**config.mk**
```make
export PLATFORM = sky130hd
export DESIGN_NAME = idv_top
export DESIGN_NICKNAME = d
export VERILOG_FILES = /design/src/idv_pkg.sv /design/src/idv_fifo.sv /design/src/idv_gain_scale.sv /design/src/idv_top.sv
export SDC_FILE = /design/constraint.sdc
export NUM_CORES = 2
export LEC_CHECK = 0
export ABC_AREA = 1
export BUFFER_PORTS_ARGS = -buffer_cell sky130_fd_sc_hd__buf_2
export CAP_MARGIN = 20
export CORE_MARGIN = 4
export CORE_UTILIZATION = 70
export DETAILED_ROUTE_END_ITERATION = 16
export PLACE_DENSITY = 0.87
export SYNTH_ARGS = -nofsm -noshare
export SYNTH_HDL_FRONTEND = slang
export SYNTH_SLANG_ARGS = --single-unit
```
**constraint.sdc**
```tcl
create_clock -name CORE_CLK -period 39.1 [get_ports CORE_CLK]
set_clock_uncertainty 0.1 [all_clocks]
set_input_delay 3.91 -clock CORE_CLK [delete_from_list [all_inputs] [get_ports CORE_CLK]]
set_output_delay 3.91 -clock CORE_CLK [all_outputs]
set_load 0.02 [all_outputs]
```
**src/idv_pkg.sv**
```systemverilog
/*
 * idv_pkg: register map, field layout, reset values, ramp timing and
 * datapath constants for the input digital volume ramp block.
 * Assumes a 125 MHz core clock and three input paths.
 */
package idv_pkg;

	// register offsets
	localparam logic [15:0] ADDR_RAMP_RATES = 16'h0309;
	localparam logic [15:0] ADDR_PATH1L     = 16'h0311;
	localparam logic [15:0] ADDR_PATH1R     = 16'h0315;
	localparam logic [15:0] ADDR_PATH2      = 16'h0319;

	// field positions
	localparam int APPLY_BIT   = 9;
	localparam int SILENCE_BIT = 8;
	localparam int FALL_LSB    = 4;
	localparam int RISE_LSB    = 0;
	localparam int RATE_W      = 3;
	localparam int CODE_W      = 8;

	// reset values and code limits
	localparam logic [2:0] RATE_RESET    = 3'h2;
	localparam logic [7:0] CODE_RESET    = 8'h80;
	localparam logic       SILENCE_RESET = 1'b1;
	localparam logic [7:0] CODE_MAX      = 8'hBF;

	// gain in fine steps of 0.125 dB, index 0 = -64 dB
	localparam int GAIN_W        = 10;
	localparam int FINE_PER_CODE = 4;
	localparam int FINE_PER_6DB  = 48;
	localparam int UNITY_OFS     = 16;
	localparam int UNITY_OCT     = 11;
	localparam int HEADROOM_SH   = 1;

	// 2^x mantissa approximation, Q16
	localparam int MANT_ONE    = 65536;
	localparam int MANT_C1     = 43024;
	localparam int MANT_C2     = 22512;
	localparam int FRAC_RECIP  = 1365;

	// ramp rates as time per 6 dB, in microseconds
	localparam int CLK_MHZ     = 125;
	localparam int RATE_US_0P5 = 500;
	localparam int RATE_US_1   = 1000;
	localparam int RATE_US_2   = 2000;
	localparam int RATE_US_4   = 4000;
	localparam int RATE_US_8   = 8000;
	localparam int RATE_US_15  = 15000;
	localparam int RATE_US_30  = 30000;
	localparam int STEP_CYC_0P5 = RATE_US_0P5 * CLK_MHZ / FINE_PER_6DB;
	localparam int STEP_CYC_1   = RATE_US_1 * CLK_MHZ / FINE_PER_6DB;
	localparam int STEP_CYC_2   = RATE_US_2 * CLK_MHZ / FINE_PER_6DB;
	localparam int STEP_CYC_4   = RATE_US_4 * CLK_MHZ / FINE_PER_6DB;
	localparam int STEP_CYC_8   = RATE_US_8 * CLK_MHZ / FINE_PER_6DB;
	localparam int STEP_CYC_15  = RATE_US_15 * CLK_MHZ / FINE_PER_6DB;
	localparam int STEP_CYC_30  = RATE_US_30 * CLK_MHZ / FINE_PER_6DB;
	localparam int TIMER_W      = 17;

	// datapath
	localparam int NUM_PATHS  = 3;
	localparam int SAMPLE_W   = 24;
	localparam int PATH_W     = 2;
	localparam int FIFO_DEPTH = 32;

	typedef enum logic [1:0] {
		RAMP_HOLD = 2'b00,
		RAMP_RISE = 2'b01,
		RAMP_FALL = 2'b10
	} idv_ramp_t;

endpackage

```
**src/idv_fifo.sv**
```systemverilog
/*
 * idv_fifo: flip-flop FIFO with valid/ready on both sides.
 * Assumes one clock and a synchronous active-high reset.
 */
`timescale 1ns/1ns
module idv_fifo #(
	parameter int WIDTH = 26,
	parameter int DEPTH = 32
) (
	// clock and reset
	input  wire logic             clk,
	input  wire logic             srst,
	// fill side
	input  wire logic             in_valid,
	output logic                  in_ready,
	input  wire logic [WIDTH-1:0] in_data,
	// drain side
	output logic                  out_valid,
	input  wire logic             out_ready,
	output logic [WIDTH-1:0]      out_data
);
	localparam int AW = $clog2(DEPTH);

	logic [WIDTH-1:0] mem_reg [DEPTH];
	logic [AW-1:0]    wr_ptr_reg;
	logic [AW-1:0]    rd_ptr_reg;
	logic [AW:0]      count_reg;
	wire              push;
	wire              pop;

	assign in_ready  = (count_reg != (AW+1)'(DEPTH));
	assign out_valid = (count_reg != '0);
	assign push      = in_valid && in_ready;
	assign pop       = out_valid && out_ready;
	assign out_data  = mem_reg[rd_ptr_reg];

	always_ff @(posedge clk) begin
		if (push)
			mem_reg[wr_ptr_reg] <= in_data;
	end

	always_ff @(posedge clk) begin
		if (srst) begin
			wr_ptr_reg <= '0;
			rd_ptr_reg <= '0;
			count_reg  <= '0;
		end else begin
			if (push)
				wr_ptr_reg <= wr_ptr_reg + 1'b1;
			if (pop)
				rd_ptr_reg <= rd_ptr_reg + 1'b1;
			count_reg <= count_reg + (AW+1)'(push) - (AW+1)'(pop);
		end
	end
endmodule

```
**src/idv_gain_scale.sv**
```systemverilog
/*
 * idv_gain_scale: one-stage multiplier applying a fine-step gain index
 * to a sample, with headroom shift and saturation.
 * Assumes the gain index is stable while in_valid is high.
 */
`timescale 1ns/1ns
module idv_gain_scale
	import idv_pkg::*;
(
	// clock and reset
	input  wire logic                clk,
	input  wire logic                srst,
	// sample in
	input  wire logic                in_valid,
	output logic                     in_ready,
	input  wire logic [PATH_W-1:0]   in_path,
	input  wire logic [SAMPLE_W-1:0] in_sample,
	input  wire logic [GAIN_W-1:0]   in_fine,
	input  wire logic                in_silent,
	// sample out
	output logic                     out_valid,
	input  wire logic                out_ready,
	output logic [PATH_W-1:0]        out_path,
	output logic [SAMPLE_W-1:0]      out_sample
);
	localparam int PROD_W = SAMPLE_W + 18;
	localparam int WIDE_W = PROD_W + 16;
	localparam int OUT_SH = 16 + UNITY_OCT - HEADROOM_SH;

	// quadratic 2^(frac/48), error well under a fine step
	function automatic logic [16:0] mantissa(input logic [5:0] frac);
		logic [33:0] x;
		logic [33:0] inner;
		logic [33:0] outer;
		x     = 34'(frac) * 34'(FRAC_RECIP);
		inner = 34'(MANT_C1) + ((34'(MANT_C2) * x) >> 16);
		outer = 34'(MANT_ONE) + ((x * inner) >> 16);
		return outer[16:0];
	endfunction

	wire [GAIN_W:0]             shifted_idx;
	wire [4:0]                  oct;
	wire [5:0]                  frac;
	wire signed [PROD_W-1:0]    prod;
	wire signed [WIDE_W-1:0]    wide;
	wire signed [WIDE_W-1:0]    scaled;
	wire                        too_high;
	wire                        too_low;
	wire [SAMPLE_W-1:0]         sat;
	localparam logic signed [WIDE_W-1:0] POS_MAX =
		WIDE_W'((64'(1) << (SAMPLE_W-1)) - 1);
	localparam logic signed [WIDE_W-1:0] NEG_MAX = -POS_MAX - 1;

	assign in_ready    = !out_valid || out_ready;
	assign shifted_idx = (GAIN_W+1)'(in_fine) + (GAIN_W+1)'(UNITY_OFS);
	assign oct  = 5'(shifted_idx / (GAIN_W+1)'(FINE_PER_6DB));
	assign frac = 6'(shifted_idx % (GAIN_W+1)'(FINE_PER_6DB));
	assign prod = PROD_W'($signed(in_sample))
		* PROD_W'($signed({1'b0, mantissa(frac)}));
	assign wide   = WIDE_W'(prod) <<< oct;
	// unity gain doubles the input level
	assign scaled   = wide >>> OUT_SH;
	assign too_high = scaled > POS_MAX;
	assign too_low  = scaled < NEG_MAX;
	assign sat = too_high ? POS_MAX[SAMPLE_W-1:0] :
		too_low ? NEG_MAX[SAMPLE_W-1:0] : scaled[SAMPLE_W-1:0];

	always_ff @(posedge clk) begin
		if (srst) begin
			out_valid  <= 1'b0;
			out_path   <= '0;
			out_sample <= '0;
		end else if (in_ready) begin
			out_valid  <= in_valid;
			out_path   <= in_path;
			out_sample <= in_silent ? '0 : sat;
		end
	end
endmodule

```
**src/idv_top.sv**
```systemverilog
/*
 * idv_top: digital gain and silence stage for three input paths, with
 * double-buffered settings, a shared apply strobe and rate-controlled
 * gain ramps in 0.125 dB steps; samples pass through a 32-word FIFO.
 * Assumes register accesses and samples are synchronous to CORE_CLK.
 */
// Function
// - gain -64 dB to +31.5 dB, 0.5 dB steps
// - silence bit 8, 1 mutes, resets muted
// - rising gain or unmute ramps at rise rate
// - falling gain or mute ramps at fall rate
// - rate codes 0 to 30 ms per 6 dB
// - write without apply bit only stores
// - apply bit updates all paths together
// - ramps move in 0.125 dB fine steps
// - code 80h is 0 dB, reserved above BFh
// - unity gain maps -6 dBFS to full scale
`timescale 1ns/1ns
module idv_top
	import idv_pkg::*;
#(
	parameter int P_STEP_CYC_2  = STEP_CYC_2,
	parameter int P_STEP_CYC_4  = STEP_CYC_4,
	parameter int P_STEP_CYC_8  = STEP_CYC_8,
	parameter int P_STEP_CYC_15 = STEP_CYC_15,
	parameter int P_STEP_CYC_30 = STEP_CYC_30
) (
	// clock and reset
	input  wire logic                CORE_CLK,
	input  wire logic                SRST,
	// register access
	input  wire logic                REG_WR_EN,
	input  wire logic                REG_RD_EN,
	input  wire logic [15:0]         REG_ADDR,
	input  wire logic [15:0]         REG_WR_DATA,
	output logic [15:0]              REG_RD_DATA,
	output logic                     REG_RD_VALID,
	// sample input
	input  wire logic                IN_VALID,
	output logic                     IN_READY,
	input  wire logic [PATH_W-1:0]   IN_PATH,
	input  wire logic [SAMPLE_W-1:0] IN_SAMPLE,
	// sample output
	output logic                     OUT_VALID,
	input  wire logic                OUT_READY,
	output logic [PATH_W-1:0]        OUT_PATH,
	output logic [SAMPLE_W-1:0]      OUT_SAMPLE,
	// status
	output logic [NUM_PATHS-1:0]     RAMP_BUSY
);
	localparam int FIFO_W = PATH_W + SAMPLE_W;

	// stored settings
	logic [RATE_W-1:0] gain_rise_rate_reg;
	logic [RATE_W-1:0] gain_fall_rate_reg;
	logic [CODE_W-1:0] gain_code_reg    [NUM_PATHS];
	logic              silence_reg      [NUM_PATHS];
	// applied state
	logic [GAIN_W-1:0] target_reg       [NUM_PATHS];
	logic              app_silence_reg  [NUM_PATHS];
	logic [GAIN_W-1:0] cur_reg          [NUM_PATHS];
	logic [GAIN_W-1:0] cur_next         [NUM_PATHS];
	// step timers
	logic [TIMER_W-1:0] rise_cnt_reg;
	logic [TIMER_W-1:0] fall_cnt_reg;

	function automatic logic [15:0] path_addr(input int idx);
		case (idx)
			0:       return ADDR_PATH1L;
			1:       return ADDR_PATH1R;
			default: return ADDR_PATH2;
		endcase
	endfunction

	// stored code keeps reserved values; only the gain clamps
	// reserved codes clamp to the top code
	// code in half-dB maps to fine steps
	function automatic logic [GAIN_W-1:0] target_of(
		input logic [CODE_W-1:0] code,
		input logic              silent
	);
		logic [CODE_W-1:0] lim;
		lim = (code > CODE_MAX) ? CODE_MAX : code;
		if (silent)
			return '0;
		return GAIN_W'(lim) * GAIN_W'(FINE_PER_CODE);
	endfunction

	// rise and fall may run at once on different paths
	function automatic idv_ramp_t ramp_dir(
		input logic [GAIN_W-1:0] cur,
		input logic [GAIN_W-1:0] tgt
	);
		idv_ramp_t d;
		case ({cur < tgt, cur > tgt})
			2'b10:   d = RAMP_RISE;
			2'b01:   d = RAMP_FALL;
			default: d = RAMP_HOLD;
		endcase
		return d;
	endfunction

	// rate code to cycles per fine step
	// interval is time per 6 dB over 48
	function automatic logic [TIMER_W-1:0] step_cycles(
		input logic [RATE_W-1:0] rate
	);
		case (rate)
			3'h1:    return TIMER_W'(STEP_CYC_0P5);
			3'h2:    return TIMER_W'(STEP_CYC_1);
			3'h3:    return TIMER_W'(P_STEP_CYC_2);
			3'h4:    return TIMER_W'(P_STEP_CYC_4);
			3'h5:    return TIMER_W'(P_STEP_CYC_8);
			3'h6:    return TIMER_W'(P_STEP_CYC_15);
			3'h7:    return TIMER_W'(P_STEP_CYC_30);
			default: return TIMER_W'(1);
		endcase
	endfunction

	// register decode
	wire                 wr_rates;
	wire [NUM_PATHS-1:0] wr_path;
	wire [NUM_PATHS-1:0] rd_path;
	wire                 rd_rates;
	wire                 apply;
	wire [NUM_PATHS-1:0] rising;
	wire [NUM_PATHS-1:0] falling;
	wire                 rise_any;
	wire                 fall_any;
	wire                 rise_jump;
	wire                 fall_jump;
	wire [TIMER_W-1:0]   rise_lim;
	wire [TIMER_W-1:0]   fall_lim;
	wire                 rise_tick;
	wire                 fall_tick;
	logic [15:0]         rd_word;
	wire [CODE_W-1:0]    wr_code;
	wire                 wr_silence;

	assign wr_rates = REG_WR_EN && (REG_ADDR == ADDR_RAMP_RATES);
	assign rd_rates = REG_RD_EN && (REG_ADDR == ADDR_RAMP_RATES);
	// write fields shared by store and apply
	assign wr_code    = REG_WR_DATA[CODE_W-1:0];
	assign wr_silence = REG_WR_DATA[SILENCE_BIT];

	genvar g;
	generate
		for (g = 0; g < NUM_PATHS; g++) begin : g_path
			assign wr_path[g] = REG_WR_EN && (REG_ADDR == path_addr(g));
			assign rd_path[g] = REG_RD_EN && (REG_ADDR == path_addr(g));
			assign rising[g]  = ramp_dir(cur_reg[g], target_reg[g])
				== RAMP_RISE;
			assign falling[g] = ramp_dir(cur_reg[g], target_reg[g])
				== RAMP_FALL;
			assign RAMP_BUSY[g] = rising[g] || falling[g];
		end
	endgenerate

	// the apply bit itself is never stored
	// apply bit in any path register loads every path
	assign apply = (|wr_path) && REG_WR_DATA[APPLY_BIT];

	assign rise_any  = |rising;
	assign fall_any  = |falling;
	assign rise_jump = (gain_rise_rate_reg == '0);
	assign fall_jump = (gain_fall_rate_reg == '0);
	assign rise_lim  = step_cycles(gain_rise_rate_reg);
	assign fall_lim  = step_cycles(gain_fall_rate_reg);
	// one tick per elapsed interval
	// >= so a rate cut mid-ramp cannot stall a timer
	assign rise_tick = rise_any && (rise_cnt_reg >= rise_lim - 1'b1);
	assign fall_tick = fall_any && (fall_cnt_reg >= fall_lim - 1'b1);

	// read mux; apply bit always reads back as zero
	always_comb begin
		rd_word = 16'h0000;
		if (rd_rates) begin
			rd_word[FALL_LSB +: RATE_W] = gain_fall_rate_reg;
			rd_word[RISE_LSB +: RATE_W] = gain_rise_rate_reg;
		end
		for (int i = 0; i < NUM_PATHS; i++) begin
			if (rd_path[i]) begin
				rd_word[SILENCE_BIT]  = silence_reg[i];
				rd_word[CODE_W-1:0]   = gain_code_reg[i];
			end
		end
	end

	// applied gain moves one fine step per tick, or straight to target at rate code 0
	always_comb begin
		for (int i = 0; i < NUM_PATHS; i++) begin
			cur_next[i] = cur_reg[i];
			// rise toward target at rise rate
			if (rising[i]) begin
				if (rise_jump)
					cur_next[i] = target_reg[i];
				else if (rise_tick)
					cur_next[i] = cur_reg[i] + 1'b1;
			end
			// fall toward target at fall rate
			if (falling[i]) begin
				if (fall_jump)
					cur_next[i] = target_reg[i];
				else if (fall_tick)
					cur_next[i] = cur_reg[i] - 1'b1;
			end
		end
	end

	// rate register; software keeps it still during a ramp
	always_ff @(posedge CORE_CLK) begin
		if (SRST) begin
			gain_rise_rate_reg <= RATE_RESET;
			gain_fall_rate_reg <= RATE_RESET;
		end else if (wr_rates) begin
			gain_rise_rate_reg <= REG_WR_DATA[RISE_LSB +: RATE_W];
			gain_fall_rate_reg <= REG_WR_DATA[FALL_LSB +: RATE_W];
		end
	end

	// path writes only store the setting
	always_ff @(posedge CORE_CLK) begin
		for (int i = 0; i < NUM_PATHS; i++) begin
			if (SRST) begin
				gain_code_reg[i] <= CODE_RESET;
				silence_reg[i]   <= SILENCE_RESET;
			end else if (wr_path[i]) begin
				gain_code_reg[i] <= wr_code;
				silence_reg[i]   <= wr_silence;
			end
		end
	end

	// targets take the stored settings, the write's own included
	always_ff @(posedge CORE_CLK) begin
		for (int i = 0; i < NUM_PATHS; i++) begin
			if (SRST) begin
				target_reg[i]      <= target_of(CODE_RESET, SILENCE_RESET);
				app_silence_reg[i] <= SILENCE_RESET;
			end else if (apply) begin
				target_reg[i] <= wr_path[i] ?
					target_of(wr_code, wr_silence) :
					target_of(gain_code_reg[i], silence_reg[i]);
				app_silence_reg[i] <= wr_path[i] ?
					wr_silence : silence_reg[i];
			end
		end
	end

	// reset starts muted at the floor, so no ramp runs out of reset
	always_ff @(posedge CORE_CLK) begin
		for (int i = 0; i < NUM_PATHS; i++) begin
			if (SRST)
				cur_reg[i] <= '0;
			else
				cur_reg[i] <= cur_next[i];
		end
	end

	// timers restart whenever no path ramps their way
	always_ff @(posedge CORE_CLK) begin
		if (SRST || !rise_any || rise_tick)
			rise_cnt_reg <= '0;
		else
			rise_cnt_reg <= rise_cnt_reg + 1'b1;
	end

	// one shared timer per direction keeps paths in step
	always_ff @(posedge CORE_CLK) begin
		if (SRST || !fall_any || fall_tick)
			fall_cnt_reg <= '0;
		else
			fall_cnt_reg <= fall_cnt_reg + 1'b1;
	end

	// read data registered; zero between reads
	always_ff @(posedge CORE_CLK) begin
		if (SRST) begin
			REG_RD_DATA  <= 16'h0000;
			REG_RD_VALID <= 1'b0;
		end else begin
			REG_RD_DATA  <= rd_word;
			REG_RD_VALID <= REG_RD_EN;
		end
	end

	// sample path: fifo then gain stage
	wire                fifo_valid;
	wire                fifo_ready;
	wire [FIFO_W-1:0]   fifo_data;
	wire [PATH_W-1:0]   head_path;
	wire                head_known;
	logic [GAIN_W-1:0]  head_fine;
	logic               head_silent;

	// tag 3 names no path and is always silent
	assign head_path  = fifo_data[FIFO_W-1 -: PATH_W];
	assign head_known = (head_path < PATH_W'(NUM_PATHS));

	// silent only once a muted path has ramped to the floor
	always_comb begin
		head_fine   = '0;
		head_silent = 1'b1;
		for (int i = 0; i < NUM_PATHS; i++) begin
			if (head_known && (head_path == PATH_W'(i))) begin
				head_fine   = cur_reg[i];
				head_silent = app_silence_reg[i] && (cur_reg[i] == '0);
			end
		end
	end

	// fifo absorbs bursts while the sink stalls
	idv_fifo #(
		.WIDTH (FIFO_W),
		.DEPTH (FIFO_DEPTH)
	) u_fifo (
		.clk       (CORE_CLK),
		.srst      (SRST),
		.in_valid  (IN_VALID),
		.in_ready  (IN_READY),
		.in_data   ({IN_PATH, IN_SAMPLE}),
		.out_valid (fifo_valid),
		.out_ready (fifo_ready),
		.out_data  (fifo_data)
	);

	idv_gain_scale u_scale (
		.clk        (CORE_CLK),
		.srst       (SRST),
		.in_valid   (fifo_valid),
		.in_ready   (fifo_ready),
		.in_path    (head_path),
		.in_sample  (fifo_data[SAMPLE_W-1:0]),
		.in_fine    (head_fine),
		.in_silent  (head_silent),
		.out_valid  (OUT_VALID),
		.out_ready  (OUT_READY),
		.out_path   (OUT_PATH),
		.out_sample (OUT_SAMPLE)
	);
endmodule

```
==> impl_results.md <==
- Run status: complete, no violations
- Via count: 59322
- Critical-path top delay cell: buf_4
- Library cells used by synthesis: 60
- Worst Max-Slew Pin Slew: about 1.2 ns
- Setup CP Type: reg -> reg
- RSZ-0062 raised after global routing: no
- Max FFs per register: 832
- Endpoints failing setup: 0
- Syn avg cell area: 9.30 sq um
- Num CTS Buffers: 86
- FMAX: between 30 and 40 MHz
- Antenna viol nets, final: 0
- Tcrit/Tclk final: 83.7%
- Initial core utilization: 71.0%
- Final min period: 32.72 ns
- Post-synthesis sequential area ratio: between 30% and 40%
- Port Buffers: 98
- WL per Instance: 21.2 um
- Final hold viol count: 0
- TritonCTS clock tree: built
- Post-synth ARST share: 0%
- Final GP Congestion: 0.956
- PostCTS Resize Cnt: 0
- Clock Latency Late Sink: 0.69 ns
- Die ar.: between 0.1 and 0.15 sq mm
- Crit start category: register
- Largest family of logic cells by synthesized area: adder cells
- CP peak stage delay: a little over 0.7 ns
- Die Y-Extent: roughly 340 um
- Compound-gate portion of the synthesized area: 9.57%
- # fillers: 6754
- Largest net degree at the start of global routing: 194
- Clock Path Buffers: 3
- CTS sink cnt: ~1000
- Area Growth Syn to Fin: 6.30%
- First-pass detailed-route iteration total: 7
- Gr usage total: 35.4%
- Post-DR vias/cell: 6.27
- Ys Warns: 0
- Top-Level Pins: between 100 and 150
- Post-synth top flop: edfxtp_1
- Die W: 336 um
- Xor/xnor share of the synthesized area: 1.56%
- Multi-input logic area: 0.0396 sq mm
- CP most frequent cell: inv_1
- Rel. slew slack: 20.7%
- Mapped Area: between 0.07 and 0.08 sq mm
- CP endpoint kind: register
- Row Count: approximately 120
- CTS Hold Buffers Added: 0
- DRC violations left: 0
- Root Buffer: clkbuf_16
- First-pass GRT wire length: 313000 um
- Worst Hold Class: reg -> reg
- Clock slew at reported path FFs: 0.07 ns
- DRT Wirelength: 200000 um
- Post-synthesis simple-gate area fraction: 15.3%
- Post-Synth Adder-Cell Area: 25.9%
- Post-synth EDFFs: roughly 900
- Final nets: ~9000
- Worst EP required: approximately 40 ns
- Post-CTS Setup Repair Bufs: 0
- Total congestion overflow: 0
- H-tree Lvls: 3
- Mapped Cells: between 8000 and 9000
- Reg area: about 0.029 sq mm
- Vias in the first global route: between 50000 and 60000
- Worst Path Arrival: ~33 ns
- Share of cells above drive strength 1: 5.69%
- Hpwl dp: 132000 um
- Placeable Area: roughly 0.11 sq mm
- Final setup TNS: 0 ns
- Initial antenna violation count: 2
- Seq cells post-synth: a little over 1000
- Final Slew Violations: 0
- Initial drt markers: 8168
- Max-cap violations: 0
- Mux cell area share after synthesis: less than 1%
- Critical path peak fanout: 176
worst paths after layout:
path	cells past startpoint	slack, ns	endpoint	start
worst min-delay path	2	0.36	u_scale.out_sample[20]$_SDFFE_PP0N_	u_scale.out_sample[20]$_SDFFE_PP0N_
worst max-delay path	143	6.38	u_scale.out_sample[20]$_SDFFE_PP0N_	register
worst max register to register	143	6.38	u_scale.out_sample[20]$_SDFFE_PP0N_	register
worst min register to register	2	0.36	u_scale.out_sample[20]$_SDFFE_PP0N_	u_scale.out_sample[20]$_SDFFE_PP0N_
cells in the final DEF (no fill, tap or decap), types with 9 or more instances in the layout:
cell type / synthesis / layout
clkbuf_16: 0 / 87
or2_2: 43 / 43
a32o_1: 25 / 25
nor3_1: 50 / 46
a221oi_1: 14 / 14
fa_1: 721 / 721
clkbuf_1: 283 / 19
nand2_1: 1268 / 1268
xnor2_1: 27 / 26
nand3b_1: 10 / 10
a211oi_1: 24 / 24
nor3b_1: 13 / 13
inv_1: 1366 / 1365
nand4_1: 33 / 33
edfxtp_1: 884 / 884
xor2_1: 107 / 105
o21ai_0: 562 / 557
a21oi_1: 298 / 298
dfxtp_1: 130 / 126
buf_2: 13 / 98
clkinv_2: 1 / 15
buf_4: 13 / 71
o221ai_1: 30 / 30
nor2_1: 952 / 923
o211ai_1: 21 / 21
o22ai_1: 179 / 179
o21ai_1: 26 / 27
clkinv_1: 18 / 23
nand3_1: 392 / 392
o21bai_1: 9 / 9
ha_1: 401 / 401
a31o_2: 25 / 25
nor2_4: 1 / 29
synthesized netlist by cell type, types with 5 or more instances:
library cell | number | area [sq um]
inv_1 | 1366 | 5130
nand2_1 | 1268 | 4760
nor2_1 | 952 | 3570
edfxtp_1 | 884 | 26500
fa_1 | 721 | 14400
o21ai_0 | 562 | 2810
ha_1 | 401 | 5020
nand3_1 | 392 | 1960
a21oi_1 | 298 | 1490
clkbuf_1 | 283 | 1060
o22ai_1 | 179 | 1120
dfxtp_1 | 130 | 2600
xor2_1 | 107 | 937
nor3_1 | 50 | 250
or2_2 | 43 | 269
nand4_1 | 33 | 206
buf_1 | 31 | 116
o221ai_1 | 30 | 263
xnor2_1 | 27 | 236
o21ai_1 | 26 | 130
a31o_2 | 25 | 219
a32o_1 | 25 | 250
a211oi_1 | 24 | 180
o211ai_1 | 21 | 158
clkinv_1 | 18 | 67.6
a221oi_1 | 14 | 123
buf_2 | 13 | 65.1
buf_4 | 13 | 97.6
nor3b_1 | 13 | 97.6
nand3b_1 | 10 | 75.1
inv_2 | 9 | 33.8
o21bai_1 | 9 | 67.6
a21o_1 | 8 | 60.1
a31oi_1 | 8 | 50.1
nand2_2 | 8 | 50.1
nor4_1 | 8 | 50.1
buf_6 | 7 | 78.8
a21boi_0 | 6 | 45.0
nor2_2 | 6 | 37.5
o21a_1 | 6 | 45.0
nand3_2 | 5 | 50.1
cell type report:
cell class	count	area share [%]
Antenna cell	1	0.00313
Clock inverter	41	0.625
Tap cell	1391	2.18
Timing Repair Buffer	179	1.54
Multi-Input combinational cell	5326	49.6
Inverter	1394	6.57
Clock buffer	114	2.95
Sequential cell	1014	36.5
cell families (layout without fill, tap and decap cells):
| group | Yosys count | after routing |
|---|---|---|
| simple gates | 2799 | 2799 |
| buf+inv | 1741 | 1728 |
| other cells | 1 | 8 |
| fa+ha+maj | 1122 | 1122 |
| mux | 4 | 4 |
| compound gates | 1260 | 1260 |
| flops | 1014 | 1014 |
| xor+xnor | 134 | 134 |
per-layer routing:
metal / up-vias / global-route usage, % / wire length, um
met3: 831 / 6.09 / 23000
met5: - / 0 / 13
met4: 2 / 17.8 / 10800
li1: 26023 / - / -
met1: 28463 / 44.9 / 69700
met2: 4003 / 59.3 / 97000
per-stage QoR:
| step | instances | utilization (%) | cell area [sq um] | hold WS [ns] | worst slack [ns] |
|---|---|---|---|---|---|
| global route | 9459 | 75.4 | 79900 | 0.391 | 4.30 |
| CTS | 9452 | 75.3 | 79700 | 0.364 | 7.11 |
| floorplan | 8081 | - | 75200 | 0.330 | 13.97 |
| finish | 9460 | 75.4 | 79900 | 0.360 | 6.38 |
| global placement | 9297 | 72.6 | 76900 | 0.346 | 7.84 |
| detailed placement | 9297 | 72.6 | 76900 | 0.354 | 7.18 |
critical path: cells and delay by family (launching register included):
family | cells | cell delay (ns)
adders and majority gates | 26 | 11.24
and+or+nand+nor | 52 | 8.76
AOI/OAI and AO/OA | 29 | 5.96
buffers and inverters | 35 | 5.36
xor gates and xnor gates | 1 | 0.46
DFF | 1 | 0.45
Power is not shown: default switching activity piles up to over one toggle a cycle in this logic, so the estimate is an artifact.
